### config.mk
export PLATFORM = sky130hd
export DESIGN_NAME = rtc_i2c_host
export DESIGN_NICKNAME = d
export VERILOG_FILES = /design/src/rtc_i2c_pkg.sv /design/src/line_sync.sv /design/src/rtc_i2c_host.sv
export SDC_FILE = /design/constraint.sdc
export NUM_CORES = 1
export LEC_CHECK = 0
export BUFFER_PORTS_ARGS = -buffer_cell sky130_fd_sc_hd__buf_4
export CAP_MARGIN = 20
export CORE_MARGIN = 2
export CORE_UTILIZATION = 30
export DETAILED_ROUTE_END_ITERATION = 10
export HOLD_SLACK_MARGIN = 0.08
export PLACE_DENSITY = 0.54
export SLEW_MARGIN = 20
export SYNTH_ARGS = -nofsm -noshare
export SYNTH_HDL_FRONTEND = slang
export SYNTH_SLANG_ARGS = --single-unit
### constraint.sdc
create_clock -name core_clk -period 2.75 [get_ports core_clk]
set_clock_uncertainty 0.15 [all_clocks]
set_input_delay 0.275 -clock core_clk [delete_from_list [all_inputs] [get_ports core_clk]]
set_output_delay 0.275 -clock core_clk [all_outputs]
set_load 0.02 [all_outputs]
### src/rtc_i2c_pkg.sv
package rtc_i2c_pkg;
	localparam int CLK_HZ = 20_000_000;
	localparam int CLK_PERIOD_NS = 50;
	localparam int SCL_HZ = 100_000;
	// Four quarters per serial clock period
	localparam int QUARTER_CYCLES = CLK_HZ / (4 * SCL_HZ);
	localparam logic [7:0] QUARTER_LAST = 8'(QUARTER_CYCLES - 1);
	// Idle time seen on the bus before a new start may be issued
	localparam int BUS_FREE_NS = 4700;
	localparam int BUS_FREE_CYCLES = (BUS_FREE_NS + CLK_PERIOD_NS - 1) / CLK_PERIOD_NS;
	localparam logic [7:0] BUS_FREE_COUNT = 8'(BUS_FREE_CYCLES);
	localparam logic [6:0] TARGET_ADDR = 7'h51;
	localparam logic DIR_WRITE = 1'b0;
	localparam logic DIR_READ = 1'b1;
	localparam int REG_BITS = 5;
	localparam int LEN_BITS = 8;
	localparam logic [3:0] ACK_SLOT = 4'h8;
	localparam logic [3:0] LAST_DATA_BIT = 4'h7;
	localparam logic [1:0] Q_FIRST = 2'h0;
	localparam logic [1:0] Q_SECOND = 2'h1;
	localparam logic [1:0] Q_THIRD = 2'h2;
	localparam logic [1:0] Q_FOURTH = 2'h3;
endpackage : rtc_i2c_pkg

### src/line_sync.sv
`timescale 1ns/1ps
module line_sync (
	input wire logic core_clk,
	input wire logic rst,
	input wire logic line_in,
	output logic line_sync_out
);
	logic stage1;

	// Reset to the released level so the bus looks idle at start-up
	always_ff @(posedge core_clk) begin
		if (rst) begin
			stage1 <= 1'b1;
			line_sync_out <= 1'b1;
		end else begin
			stage1 <= line_in;
			line_sync_out <= stage1;
		end
	end
endmodule : line_sync

### src/rtc_i2c_host.sv
`timescale 1ns/1ps
module rtc_i2c_host
	import rtc_i2c_pkg::*;
(
	input wire logic core_clk,
	input wire logic rst,
	input wire logic cmd_valid,
	output logic cmd_ready,
	input wire logic cmd_read,
	input wire logic [REG_BITS-1:0] cmd_reg,
	input wire logic [LEN_BITS-1:0] cmd_len,
	input wire logic [7:0] wr_data,
	output logic wr_take,
	output logic [7:0] rd_data,
	output logic rd_valid,
	output logic done,
	output logic ack_err,
	output logic busy,
	output logic bus_busy,
	input wire logic scl_i,
	output logic scl_o,
	output logic scl_oe,
	input wire logic sda_i,
	output logic sda_o,
	output logic sda_oe
);
	typedef enum {ST_IDLE, ST_WAIT_FREE, ST_START, ST_BIT, ST_STOP} state_type;
	typedef enum {K_ADDR_W, K_REG, K_WDATA, K_ADDR_R, K_RDATA} kind_type;

	state_type state;
	kind_type kind;
	logic scl_s;
	logic sda_s;
	logic sda_d;
	logic scl_low;
	logic sda_low;
	logic [7:0] qcnt;
	logic [1:0] qph;
	logic tick;
	logic stalled;
	logic active;
	logic [7:0] free_cnt;
	logic [7:0] shreg;
	logic [3:0] bit_idx;
	logic [LEN_BITS-1:0] remaining;
	logic is_read;
	logic [REG_BITS-1:0] reg_sel;
	logic got_ack;
	logic start_seen;
	logic stop_seen;
	logic queued_sda_low;

	line_sync scl_sync (
		.core_clk(core_clk),
		.rst(rst),
		.line_in(scl_i),
		.line_sync_out(scl_s)
	);

	line_sync sda_sync (
		.core_clk(core_clk),
		.rst(rst),
		.line_in(sda_i),
		.line_sync_out(sda_s)
	);

	// Open drain: only ever pull low, release means high
	assign scl_o = 1'b0;
	assign sda_o = 1'b0;
	assign scl_oe = scl_low;
	assign sda_oe = sda_low;
	assign cmd_ready = (state == ST_IDLE);
	assign busy = (state != ST_IDLE);

	assign active = (state == ST_START) || (state == ST_BIT) || (state == ST_STOP);
	// A target may hold the clock low; wait for it before timing the high phase
	assign stalled = !scl_low && !scl_s;
	assign tick = active && !stalled && (qcnt == QUARTER_LAST);

	always_ff @(posedge core_clk) begin
		if (rst || !active) begin
			qcnt <= 8'h00;
		end else if (!stalled) begin
			qcnt <= (qcnt == QUARTER_LAST) ? 8'h00 : qcnt + 8'h01;
		end
	end

	// Watch the bus for anyone's start and stop conditions
	assign start_seen = scl_s && sda_d && !sda_s;
	assign stop_seen = scl_s && !sda_d && sda_s;

	always_ff @(posedge core_clk) begin
		if (rst) begin
			sda_d <= 1'b1;
			bus_busy <= 1'b0;
			free_cnt <= 8'h00;
		end else begin
			sda_d <= sda_s;
			if (start_seen) begin
				bus_busy <= 1'b1;
			end else if (stop_seen) begin
				bus_busy <= 1'b0;
			end
			if (!(scl_s && sda_s) || bus_busy) begin
				free_cnt <= 8'h00;
			end else if (free_cnt != BUS_FREE_COUNT) begin
				free_cnt <= free_cnt + 8'h01;
			end
		end
	end

	always_ff @(posedge core_clk) begin
		if (rst) begin
			state <= ST_IDLE;
			kind <= K_ADDR_W;
			scl_low <= 1'b0;
			sda_low <= 1'b0;
			qph <= Q_FIRST;
			bit_idx <= 4'h0;
			shreg <= 8'h00;
			remaining <= '0;
			is_read <= 1'b0;
			reg_sel <= '0;
			got_ack <= 1'b0;
			rd_data <= 8'h00;
			rd_valid <= 1'b0;
			wr_take <= 1'b0;
			done <= 1'b0;
			ack_err <= 1'b0;
			queued_sda_low <= 1'b0;
		end else begin
			rd_valid <= 1'b0;
			wr_take <= 1'b0;
			done <= 1'b0;
			case (state)
				ST_IDLE: begin
					if (cmd_valid) begin
						is_read <= cmd_read;
						reg_sel <= cmd_reg;
						// A read of zero bytes still fetches one
						remaining <= (cmd_read && cmd_len == '0) ? LEN_BITS'(1) : cmd_len;
						ack_err <= 1'b0;
						state <= ST_WAIT_FREE;
					end
				end
				ST_WAIT_FREE: begin
					if (free_cnt == BUS_FREE_COUNT) begin
						state <= ST_START;
						kind <= K_ADDR_W;
						qph <= Q_FIRST;
					end
				end
				ST_START: begin
					if (tick) begin
						qph <= qph + 2'h1;
						case (qph)
							Q_FIRST: sda_low <= 1'b0;
							Q_SECOND: scl_low <= 1'b0;
							Q_THIRD: sda_low <= 1'b1;
							default: begin
								scl_low <= 1'b1;
								// Address byte always follows the start
								shreg <= {TARGET_ADDR, (kind == K_ADDR_R) ? DIR_READ : DIR_WRITE};
								queued_sda_low <= !TARGET_ADDR[6];
								bit_idx <= 4'h0;
								state <= ST_BIT;
							end
						endcase
					end
				end
				ST_BIT: begin
					// Data moves mid low phase; on the clock edge it reads as start or stop
					if (qph == Q_FIRST && qcnt == (QUARTER_LAST >> 1)) begin
						sda_low <= queued_sda_low;
					end
					if (tick) begin
						qph <= qph + 2'h1;
						case (qph)
							Q_FIRST: scl_low <= 1'b0;
							Q_SECOND: ;
							Q_THIRD: begin
								if (bit_idx != ACK_SLOT) begin
									shreg <= {shreg[6:0], sda_s};
								end else begin
									got_ack <= !sda_s;
								end
							end
							default: begin
								scl_low <= 1'b1;
								if (bit_idx != ACK_SLOT) begin
									bit_idx <= bit_idx + 4'h1;
									if (bit_idx == LAST_DATA_BIT) begin
										// Acknowledge read bytes except the last one
										queued_sda_low <= (kind == K_RDATA) && (remaining != LEN_BITS'(1));
									end else begin
										queued_sda_low <= (kind != K_RDATA) && !shreg[7];
									end
								end else if (kind != K_RDATA && !got_ack) begin
									// Refusal: the target did not answer, close with stop
									ack_err <= 1'b1;
									sda_low <= 1'b0;
									state <= ST_STOP;
								end else begin
									bit_idx <= 4'h0;
									case (kind)
										K_ADDR_W: begin
											kind <= K_REG;
											shreg <= {3'h0, reg_sel};
											queued_sda_low <= 1'b1;
										end
										K_ADDR_R: begin
											kind <= K_RDATA;
											queued_sda_low <= 1'b0;
										end
										K_RDATA: begin
											rd_data <= shreg;
											rd_valid <= 1'b1;
											remaining <= remaining - LEN_BITS'(1);
											queued_sda_low <= 1'b0;
											if (remaining == LEN_BITS'(1)) begin
												state <= ST_STOP;
											end
										end
										default: begin
											if (kind == K_REG && is_read) begin
												// Pointer set; restart closes the write
												kind <= K_ADDR_R;
												sda_low <= 1'b0;
												state <= ST_START;
											end else if (remaining == '0) begin
												sda_low <= 1'b0;
												state <= ST_STOP;
											end else begin
												kind <= K_WDATA;
												shreg <= wr_data;
												queued_sda_low <= !wr_data[7];
												wr_take <= 1'b1;
												remaining <= remaining - LEN_BITS'(1);
											end
										end
									endcase
								end
							end
						endcase
					end
				end
				ST_STOP: begin
					if (tick) begin
						qph <= qph + 2'h1;
						case (qph)
							Q_FIRST: sda_low <= 1'b1;
							Q_SECOND: scl_low <= 1'b0;
							Q_THIRD: sda_low <= 1'b0;
							default: begin
								done <= 1'b1;
								state <= ST_IDLE;
							end
						endcase
					end
				end
				default: state <= ST_IDLE;
			endcase
		end
	end
endmodule : rtc_i2c_host

==> flow_metrics.py, run 1 <==
metrics = {
    "global_routing": {
        "gr-total-overflow": 0,
        "grt_pass1_wl_um": 19300,
        "grt_max_degree": 33,
        "grt_antenna_before_repair": 0,
        "grt_pass1_vias": 3910,
        "track_usage": 0.167,
    },
    "pwr": {
        "power_per_cell_area_nw_per_um2": 546,
        "vdd_drop_max_uv": 294,
        "p_leak_uw": 0.00201,
    },
    "cts": {
        "insertion_delay_ns": 0.35,
        "htreeDepth": 3,
        "clk_path_buf_depth": 2,
        "post_cts_buffers": 0,
        "cts_tree": "yes",
        "clk_pin_slew_ns": 0.07,
        "clockRootBuffer": "clkbuf_16",
        "numCtsBuffers": 9,
        "clkSinkCount": 72,
    },
    "synth": {
        "avgSynthCellArea_um2": 8.22,
        "netlist_area_um2": 4150,
        "ys_seq_elements": 72,
        "synth_edf_count": 0,
        "synth.distinct_cells": 65,
        "postSynth.asyncResetShare": 0,
        "synth_seq_area_share": 0.348,
        "ys.flop_type": "dfxtp_1",
        "synthCells": 504,
        "yosys_warnings": 0,
    },
    "layout": {
        "final_area_um2": 5140,
        "areaGrowthSynthToFinish_pct": 24.0,
        "final_common_cell": "dfxtp_1",
        "fillCellCount": 1382,
        "seq_area_um2": 1440,
        "mostFrequentLayoutCells": "dfxtp_1, buf_4, nand2_1",
        "nets": 605,
        "multi_input_area_um2": 2500,
        "drive_gt1_frac": 0.192,
        "antennaDiodeCount": 0,
    },
    "route": {
        "drt-pass1-iter-count": 7,
        "wl_per_cell_um": 15.8,
        "drc": 0,
        "via_per_inst": 5.32,
        "wl_um": 11800,
        "drt_iter0_markers": 289,
        "detail-route-antenna-nets": 0,
        "num_vias": 3965,
    },
    "sta": {
        "tns_ns": 0,
        "report.final.setup_viol": 0,
        "max_slew.worst_pin.slew_ns": 0.811,
        "final.min_clock_period_ns": 2.54,
        "drv_slew": 0,
        "fmax_mhz": 394,
        "slew_headroom": 0.458,
        "finalWorstSetupSlack_ns": 0.212,
        "hold_viol": 0,
        "fin_crit_sh": 0.923,
        "rsz0062_at_grt": "false",
    },
    "critical_path": {
        "r2r_end": "remaining[0]",
        "r2r-start": "qcnt[2]",
        "crit_required_ns": 2.86,
        "worstRegToRegCells": 5,
        "startpoint_type": "flip-flop",
        "crit_path_start": "qcnt[2]",
        "reg2reg_slack_ns": 0.21,
        "cp-end-kind": "flip-flop",
        "cp.arrival_ns": 2.65,
        "worstSetupPathType": "flip-flop to flip-flop",
        "cp-endpoint": "remaining[0]",
        "path_max_fanout": 7,
    },
    "die": {
        "die-area_um2": 14800,
        "die_x_um": 122,
        "core_um2": 13300,
        "io-pin-count": 46,
        "die_h_um": 122,
        "row_count": 42,
        "initial_core_util": 0.311,
    },
    "min_path": {
        "hp-start": "cmd_len[6]",
        "min_path_type": "input pin to flip-flop",
    },
    "place": {
        "post-place-ws_ns": 0.118,
        "place.gp.congestion": 0.902,
        "numPortBuffers": 43,
        "dp_hpwl_um": 8670,
        "place_area_um2": 4740,
    },
    "flow_run": {
        "max-cap-violations": 0,
    },
    "run_status": {
        "status": "finished clean",
    },
}
cells in the mapped netlist (4+ instances only):
cell	n	area share
or4_1	7	0.013
nor4_1	6	0.0091
a211oi_1	7	0.013
inv_1	18	0.016
nand3_1	12	0.014
nor3b_1	6	0.011
a21o_1	4	0.0072
or3_1	11	0.017
o311ai_0	4	0.0085
mux2i_1	20	0.048
dfxtp_1	72	0.35
o21ai_0	26	0.031
mux2_2	6	0.016
nand3b_1	4	0.0072
a31oi_1	9	0.014
nor3_1	15	0.018
nand2_1	56	0.051
o211ai_1	6	0.011
nand4_1	4	0.0060
a21oi_1	41	0.050
or2_2	7	0.011
xnor2_1	6	0.013
ha_1	14	0.042
o21a_1	4	0.0072
xor2_1	6	0.013
nor2_1	39	0.035
nor2b_1	11	0.017
clkbuf_1	22	0.020
critical path: stages (launching register included):
cell and delay (ns):
dfxtp_1 0.34, or3_1 0.45, or4b_4 0.62, a21o_1 0.28, or4_1 0.53, o31ai_1 0.08
where the power goes:
part | switching (µW) | internal (µW) | total [µW]
Clock | 476 | 707 | 1180
Combinational | 264 | 206 | 470
Sequential | 59.3 | 1090 | 1150
Total | 799 | 2010 | 2800
registers in the layout, summed over array words and instances (netlist names), 2 cells and up:
name,flops
free_cnt,8
qcnt,8
rd_data,8
remaining,8
shreg,8
reg_sel,5
bit_idx,4
kind,3
state,3
qph,2
timing repair:
action	in CTS	in global routing
gates resized for setup	0	1
endpoints found under the hold margin	10	0
endpoints found under the setup margin	0	1
hold buffers	10	0
through the flow:
stage / util / total power (µW) / hold WS, ns / std cells
2_1_floorplan: - / 1450 / 0.229 / 505
3_3_place_gp: 0.355 / 1620 / 0.251 / 719
3_5_place_dp: 0.355 / 1630 / 0.252 / 719
4_1_cts: 0.385 / 2830 / 0.118 / 745
5_1_grt: 0.385 / 2930 / 0.149 / 745
6_report: 0.385 / 2800 / 0.133 / 745
metal layers:
layer | global-route usage | part of all wire
met5 | 0 | 0
met4 | 0.0568 | 0.014
met3 | 0.0435 | 0.048
met2 | 0.284 | 0.49
met1 | 0.204 | 0.45
how the worst min path moves through the flow:
stage / slack [ns] / end / cells past startpoint
floorplan: 0.23 / scl_sync.stage1 / 1
global placement: 0.25 / sda_sync.line_sync_out / 1
detailed placement: 0.25 / scl_sync.line_sync_out / 1
CTS: 0.12 / remaining[6] / 4
global route: 0.15 / remaining[3] / 4
finish: 0.13 / remaining[6] / 4
cell families (layout without fill, tap and decap cells):
logic type               after synthesis  count (layout)  share of synthesized area
other                                  1               2                   0.000905
buffers and inverters                 49             113                     0.0519
multiplexers                          26              26                     0.0646
AND/OR/NAND/NOR                      201             201                      0.260
adder cells (fa/ha/maj)               14              14                     0.0423
XOR/XNOR                              12              12                     0.0254
flip-flops                            72              72                      0.348
AO/OA/AOI/OAI                        129             129                      0.207
layout make-up:
type                            count  share of cell area
Clock inverter                      6              0.0136
Inverter                           19              0.0139
Sequential cell                    72               0.280
Clock buffer                       10              0.0445
Multi-Input combinational cell    384               0.486
Tap cell                          176              0.0428
Timing Repair Buffer               78               0.119
Power figures use the tool's default switching activity.
==> inputs of run 2 (changes only) <==
--- a/config.mk
+++ b/config.mk
@@ -9,6 +9,7 @@
 export CAP_MARGIN = 20
 export CORE_MARGIN = 2
 export CORE_UTILIZATION = 30
+export CTS_BUF_LIST = sky130_fd_sc_hd__clkbuf_8
 export DETAILED_ROUTE_END_ITERATION = 10
 export HOLD_SLACK_MARGIN = 0.08
 export PLACE_DENSITY = 0.54
==> run 2 against run 1 <==
  * Sequential share of layout area grew 0.51 points
  * Register-to-register slack barely moved
  * Setup slack got worse by 0.012 ns
  * Clock-buffer cell count is 1 lower
  * Via count hardly changed
  * Routed wire length about the same
  * Combinational power is essentially flat
  * Fmax fell by 0.46%
  * Die area unchanged
  * Worst hold slack got worse by 0.026 ns
  * Largest cell class unchanged
==> flow_metrics.py, run 2 (synthesis results as in run 1) <==
metrics = {
    "run_status": {
        "status": "finished clean",
    },
    "layout": {
        "drive_gt1_frac": 0.191,
        "areaGrowthSynthToFinish_pct": 21.8,
        "final_common_cell": "dfxtp_1",
        "nets": 606,
        "antennaDiodeCount": 0,
        "mostFrequentLayoutCells": "dfxtp_1, buf_4, nand2_1",
    },
    "critical_path": {
        "crit_required_ns": 2.89,
        "path_buf_inv": 0,
        "critPathTopFamily": "simple AND/OR/NAND/NOR gates",
        "startpoint_type": "flip-flop",
        "cp.arrival_ns": 2.69,
        "worst_path_largest_cell_delay_ns": 0.62,
        "cp-end-kind": "flip-flop",
        "crit_chain": "or3_1 > or4b_4 > a21o_1 > or4_1 > o31ai_1",
        "path_max_fanout": 7,
        "slowest_stage": "or4b_4",
        "worstSetupPathType": "flip-flop to flip-flop",
    },
    "die": {
        "initial_core_util": 0.311,
        "core_um2": 13300,
        "die_x_um": 122,
        "die_h_um": 122,
        "die-area_um2": 14800,
        "row_count": 42,
        "io-pin-count": 46,
    },
    "sta": {
        "drv_slew": 0,
        "fmax_mhz": 392,
        "fin_crit_sh": 0.927,
        "tns_ns": 0,
        "slew_headroom": 0.464,
        "whs_ns": 0.107,
        "final.min_clock_period_ns": 2.55,
        "rsz0062_at_grt": "false",
        "hold_viol": 0,
        "report.final.setup_viol": 0,
        "max_slew.worst_pin.slew_ns": 0.802,
    },
    "global_routing": {
        "grt_pass1_wl_um": 19200,
        "track_usage": 0.166,
        "grt_antenna_before_repair": 0,
        "gr-total-overflow": 0,
        "grt_pass1_vias": 3889,
        "grt_max_degree": 33,
    },
    "place": {
        "place.gp.congestion": 0.902,
        "numPortBuffers": 43,
        "dp_hpwl_um": 8670,
    },
    "cts": {
        "htreeDepth": 3,
        "clk_path_buf_depth": 2,
        "insertion_delay_ns": 0.38,
        "clockRootBuffer": "clkbuf_8",
        "clk_pin_slew_ns": 0.08,
        "numCtsBuffers": 9,
        "post_cts_buffers": 0,
        "clkSinkCount": 72,
        "cts_tree": "yes",
    },
    "min_path": {
        "min_path_type": "input pin to flip-flop",
    },
    "flow_run": {
        "max-cap-violations": 0,
    },
    "route": {
        "num_vias": 3963,
        "wl_per_cell_um": 15.8,
        "drc": 0,
        "drt-pass1-iter-count": 7,
        "detail-route-antenna-nets": 0,
        "wl_um": 11800,
        "via_per_inst": 5.31,
        "drt_iter0_markers": 239,
    },
    "pwr": {
        "vdd_drop_max_uv": 242,
        "p_leak_uw": 0.00198,
        "power_per_cell_area_nw_per_um2": 491,
    },
}
run 2: path summary, 6_finish.rpt:
| check | from | endpoint | slack, ns | depth (start not counted) |
|---|---|---|---|---|
| max | qcnt[2] | remaining[0] | 0.20 | 5 |
| min | cmd_len[3] | remaining[3] | 0.11 | 4 |
| max reg2reg | qcnt[2] | remaining[0] | 0.20 | 5 |
| min reg2reg | scl_sync.stage1 | scl_sync.line_sync_out | 0.26 | 1 |
run 2: final cells by class:
class | instances | area (µm²)
clock buffers | 9 | 124
inverters | 19 | 71.3
flip-flops and latches | 72 | 1440
multi-input cells | 384 | 2500
repair buffers | 79 | 621
clock inverters | 7 | 73.8
well taps | 176 | 220
fillers | 1402 | 8300
run 2: routing by layer:
metal / GRT usage / part of all wire / vias to the layer above
met4: 0.0489 / 0.015 / 0
met5: 0 / 0 / -
met1: 0.204 / 0.45 / 1902
met2: 0.285 / 0.49 / 86
li1: - / - / 1958
met3: 0.0426 / 0.043 / 17
run 2: worst register-to-register path, cell delays in order (launching register included):
cell     delay (ns)
dfxtp_1        0.35
or3_1          0.45
or4b_4         0.63
a21o_1         0.29
or4_1          0.54
o31ai_1        0.08
run 2: power breakdown:
group,internal [µW],switching (µW)
registers,1090,58.5
logic,207,263
clock network,420,438
total,1720,760
run 2: through the flow:
| step | cell area [µm²] | setup WS (ns) | total power [µW] | utilization | instances |
|---|---|---|---|---|---|
| after floorplan | 4150 | 0.280 | 1450 | - | 505 |
| after global placement | 4740 | 0.174 | 1620 | 0.355 | 719 |
| after global routing | 5050 | 0.0303 | 2600 | 0.378 | 746 |
| final | 5050 | 0.200 | 2480 | 0.378 | 746 |
| after detailed placement | 4740 | 0.118 | 1630 | 0.355 | 719 |
| after CTS | 5040 | 0.119 | 2500 | 0.378 | 746 |
run 2: timing repair:
item	in CTS	in global routing
hold buffers	11	0
resized for setup	0	1
hold endpoints to repair	11	0
setup endpoints to repair	0	1
==> inputs of run 3 (changes only) <==
--- a/config.mk
+++ b/config.mk
@@ -5,6 +5,7 @@
 export SDC_FILE = /design/constraint.sdc
 export NUM_CORES = 1
 export LEC_CHECK = 0
+export ABC_AREA = 1
 export BUFFER_PORTS_ARGS = -buffer_cell sky130_fd_sc_hd__buf_4
 export CAP_MARGIN = 20
 export CORE_MARGIN = 2
==> run 3 against run 2 <==
  * Clock power down 10%
  * Cell area down 3.2%
  * Sequential power up 20%
  * Critical path type unchanged
  * Register-to-register slack better by 0.36 ns
  * First-iteration DRC count up 27%
  * Worst hold slack better by 0.014 ns
  * Die area about the same
  * Combinational power rose to 3.8 times the previous value
  * Routed wire length down 6.6%
  * Synthesized area about the same
  * Total power up 59%
  * Non-clock buffer count down 22
==> flow_metrics.py, run 3 <==
metrics = {
    "critical_path": {
        "worstSetupPathType": "flip-flop to flip-flop",
        "startpoint_type": "flip-flop",
        "crit_required_ns": 2.89,
        "cp-end-kind": "flip-flop",
        "path_max_fanout": 13,
        "cp.arrival_ns": 2.33,
    },
    "synth": {
        "synth.most_common_cell": "nand2_1",
        "ys.flop_type": "dfxtp_1",
        "synthTopCellsByCount": "nand2_1, nor2_1, dfxtp_1",
        "synthCells": 612,
        "synth.distinct_cells": 43,
        "netlist_area_um2": 4150,
        "synth_seq_area_share": 0.348,
        "synth_area_leader_cell": "dfxtp_1",
        "avgSynthCellArea_um2": 6.78,
        "synth_edf_count": 0,
        "yosys_warnings": 0,
        "synth_area_leaders": "dfxtp_1, nand2_1, nor2_1",
        "postSynth.asyncResetShare": 0,
        "ys_seq_elements": 72,
        "synth.top_cell.area_share": 0.348,
    },
    "die": {
        "io-pin-count": 46,
        "die_h_um": 122,
        "initial_core_util": 0.311,
        "die-area_um2": 14800,
        "row_count": 42,
        "die_x_um": 122,
        "core_um2": 13300,
    },
    "route": {
        "drc": 0,
        "route.met3.wl_um": 480,
        "drt_iter0_markers": 304,
        "wl_per_cell_um": 13.0,
        "drt-pass1-iter-count": 5,
        "via_per_inst": 4.80,
        "met1Wirelength_um": 5270,
        "top_layer": "met4",
        "wl_um": 11000,
        "wl_met2_um": 5120,
        "num_vias": 4049,
        "detail-route-antenna-nets": 0,
    },
    "layout": {
        "antennaDiodeCount": 0,
        "nets": 705,
        "drive_gt1_frac": 0.162,
        "fin_util": 0.366,
        "seq_area_um2": 1440,
        "fillCellCount": 1460,
        "multi_input_area_um2": 2320,
        "final_common_cell": "nand2_1",
        "mostFrequentLayoutCells": "nand2_1, nor2_1, dfxtp_1",
        "areaGrowthSynthToFinish_pct": 17.9,
    },
    "sta": {
        "hold_viol": 0,
        "final.min_clock_period_ns": 2.19,
        "max_slew.worst_pin.slew_ns": 0.531,
        "tns_ns": 0,
        "fin_crit_sh": 0.797,
        "fmax_mhz": 456,
        "slew_headroom": 0.645,
        "rsz0062_at_grt": "false",
        "drv_slew": 0,
        "report.final.setup_viol": 0,
    },
    "cts": {
        "insertion_delay_ns": 0.36,
        "numCtsBuffers": 9,
        "cts_tree": "yes",
        "clk_pin_slew_ns": 0.08,
        "clkSinkCount": 72,
        "htreeDepth": 3,
        "clk_path_buf_depth": 2,
        "clockRootBuffer": "clkbuf_8",
    },
    "min_path": {
        "min_path_type": "input pin to flip-flop",
    },
    "pwr": {
        "power_per_cell_area_nw_per_um2": 804,
        "p_leak_uw": 0.00212,
        "vdd_drop_max_uv": 426,
    },
    "place": {
        "numPortBuffers": 43,
        "dp_hpwl_um": 8110,
        "place.gp.congestion": 0.863,
    },
    "global_routing": {
        "grt_max_degree": 22,
        "grt_pass1_vias": 3888,
        "grt_antenna_before_repair": 0,
        "track_usage": 0.155,
        "gr-total-overflow": 0,
        "grt_pass1_wl_um": 18400,
    },
    "run_status": {
        "status": "finished clean",
    },
    "flow_run": {
        "max-cap-violations": 0,
    },
}
==> run 3: cell types whose count changed after synthesis, sizes merged, moves of 6 or more <==
cell | previous run | this run
a21oi | 41 | 49
buf | 8 | 14
clkbuf | 22 | 3
inv | 18 | 73
mux2 | 6 | 0
mux2i | 20 | 0
nand2 | 56 | 122
nand3 | 12 | 33
nor2 | 39 | 115
nor2b | 11 | 0
o21ai | 27 | 49
or3 | 11 | 1
or4 | 8 | 0
==> run 3: logic make-up after synthesis <==
group / after synthesis / share of synthesized area
buffers and inverters: 90 / 0.0935
XOR/XNOR: 5 / 0.0106
flip-flops: 72 / 0.348
AND/OR/NAND/NOR: 312 / 0.351
AO/OA/AOI/OAI: 118 / 0.154
other: 1 / 0.000904
adder cells (fa/ha/maj): 14 / 0.0422
==> run 3: per-layer routing <==
metal	GRT usage	vias up
li1	-	2090
met1	0.202	1867
met2	0.259	82
met3	0.0342	10
met4	0.0431	0
met5	0	-
==> run 3: worst paths after layout <==
| kind | start | to | slack (ns) | cells after the start |
|---|---|---|---|---|
| worst max-delay path | qph[0] | shreg[4] | 0.56 | 11 |
| worst min-delay path | cmd_len[6] | remaining[6] | 0.12 | 5 |
| worst max register to register | qph[0] | shreg[4] | 0.56 | 11 |
| worst min register to register | scl_sync.stage1 | scl_sync.line_sync_out | 0.27 | 1 |
==> run 3: critical path, stage by stage (launching register included) <==
cell and delay [ns]:
dfxtp_1 0.37, inv_1 0.10, ha_1 0.22, inv_1 0.33, nor2_1 0.12, nor2_1 0.13
nand2_2 0.08, nor2_4 0.29, nand2_2 0.12, nand2_1 0.07, nand2_1 0.05, nor2_1 0.10
==> run 3: where the power goes <==
group          switching (µW)  internal (µW)
clock network             403            365
logic                    1190            600
registers                 155           1220
total                    1740           2190
==> run 3: final cells by class <==
| cell class | count | share of cell area |
|---|---|---|
| multi-input cells | 451 | 0.475 |
| flip-flops and latches | 72 | 0.295 |
| repair buffers | 57 | 0.0921 |
| inverters | 73 | 0.0576 |
| well taps | 176 | 0.0450 |
| clock buffers | 11 | 0.0310 |
| clock inverters | 4 | 0.00435 |
==> run 3: what timing repair did <==
action                                  in CTS  in global routing
endpoints found under the hold margin       11                  0
buffers inserted                             0                  0
hold buffers                                 9                  0
endpoints found under the setup margin       0                  0
gates resized for setup                      0                  0
==> run 3: metrics by stage <==
| stage | hold slack [ns] | setup slack [ns] | std cells | power (µW) | instance area, µm² |
|---|---|---|---|---|---|
| global placement | 0.257 | 0.674 | 820 | 3140 | 4630 |
| detailed placement | 0.248 | 0.591 | 820 | 3180 | 4630 |
| global route | 0.148 | 0.337 | 844 | 4290 | 4890 |
| CTS | 0.117 | 0.566 | 844 | 3970 | 4890 |
| floorplan | 0.229 | 0.930 | 613 | 2730 | 4150 |
| finish | 0.121 | 0.557 | 844 | 3930 | 4890 |
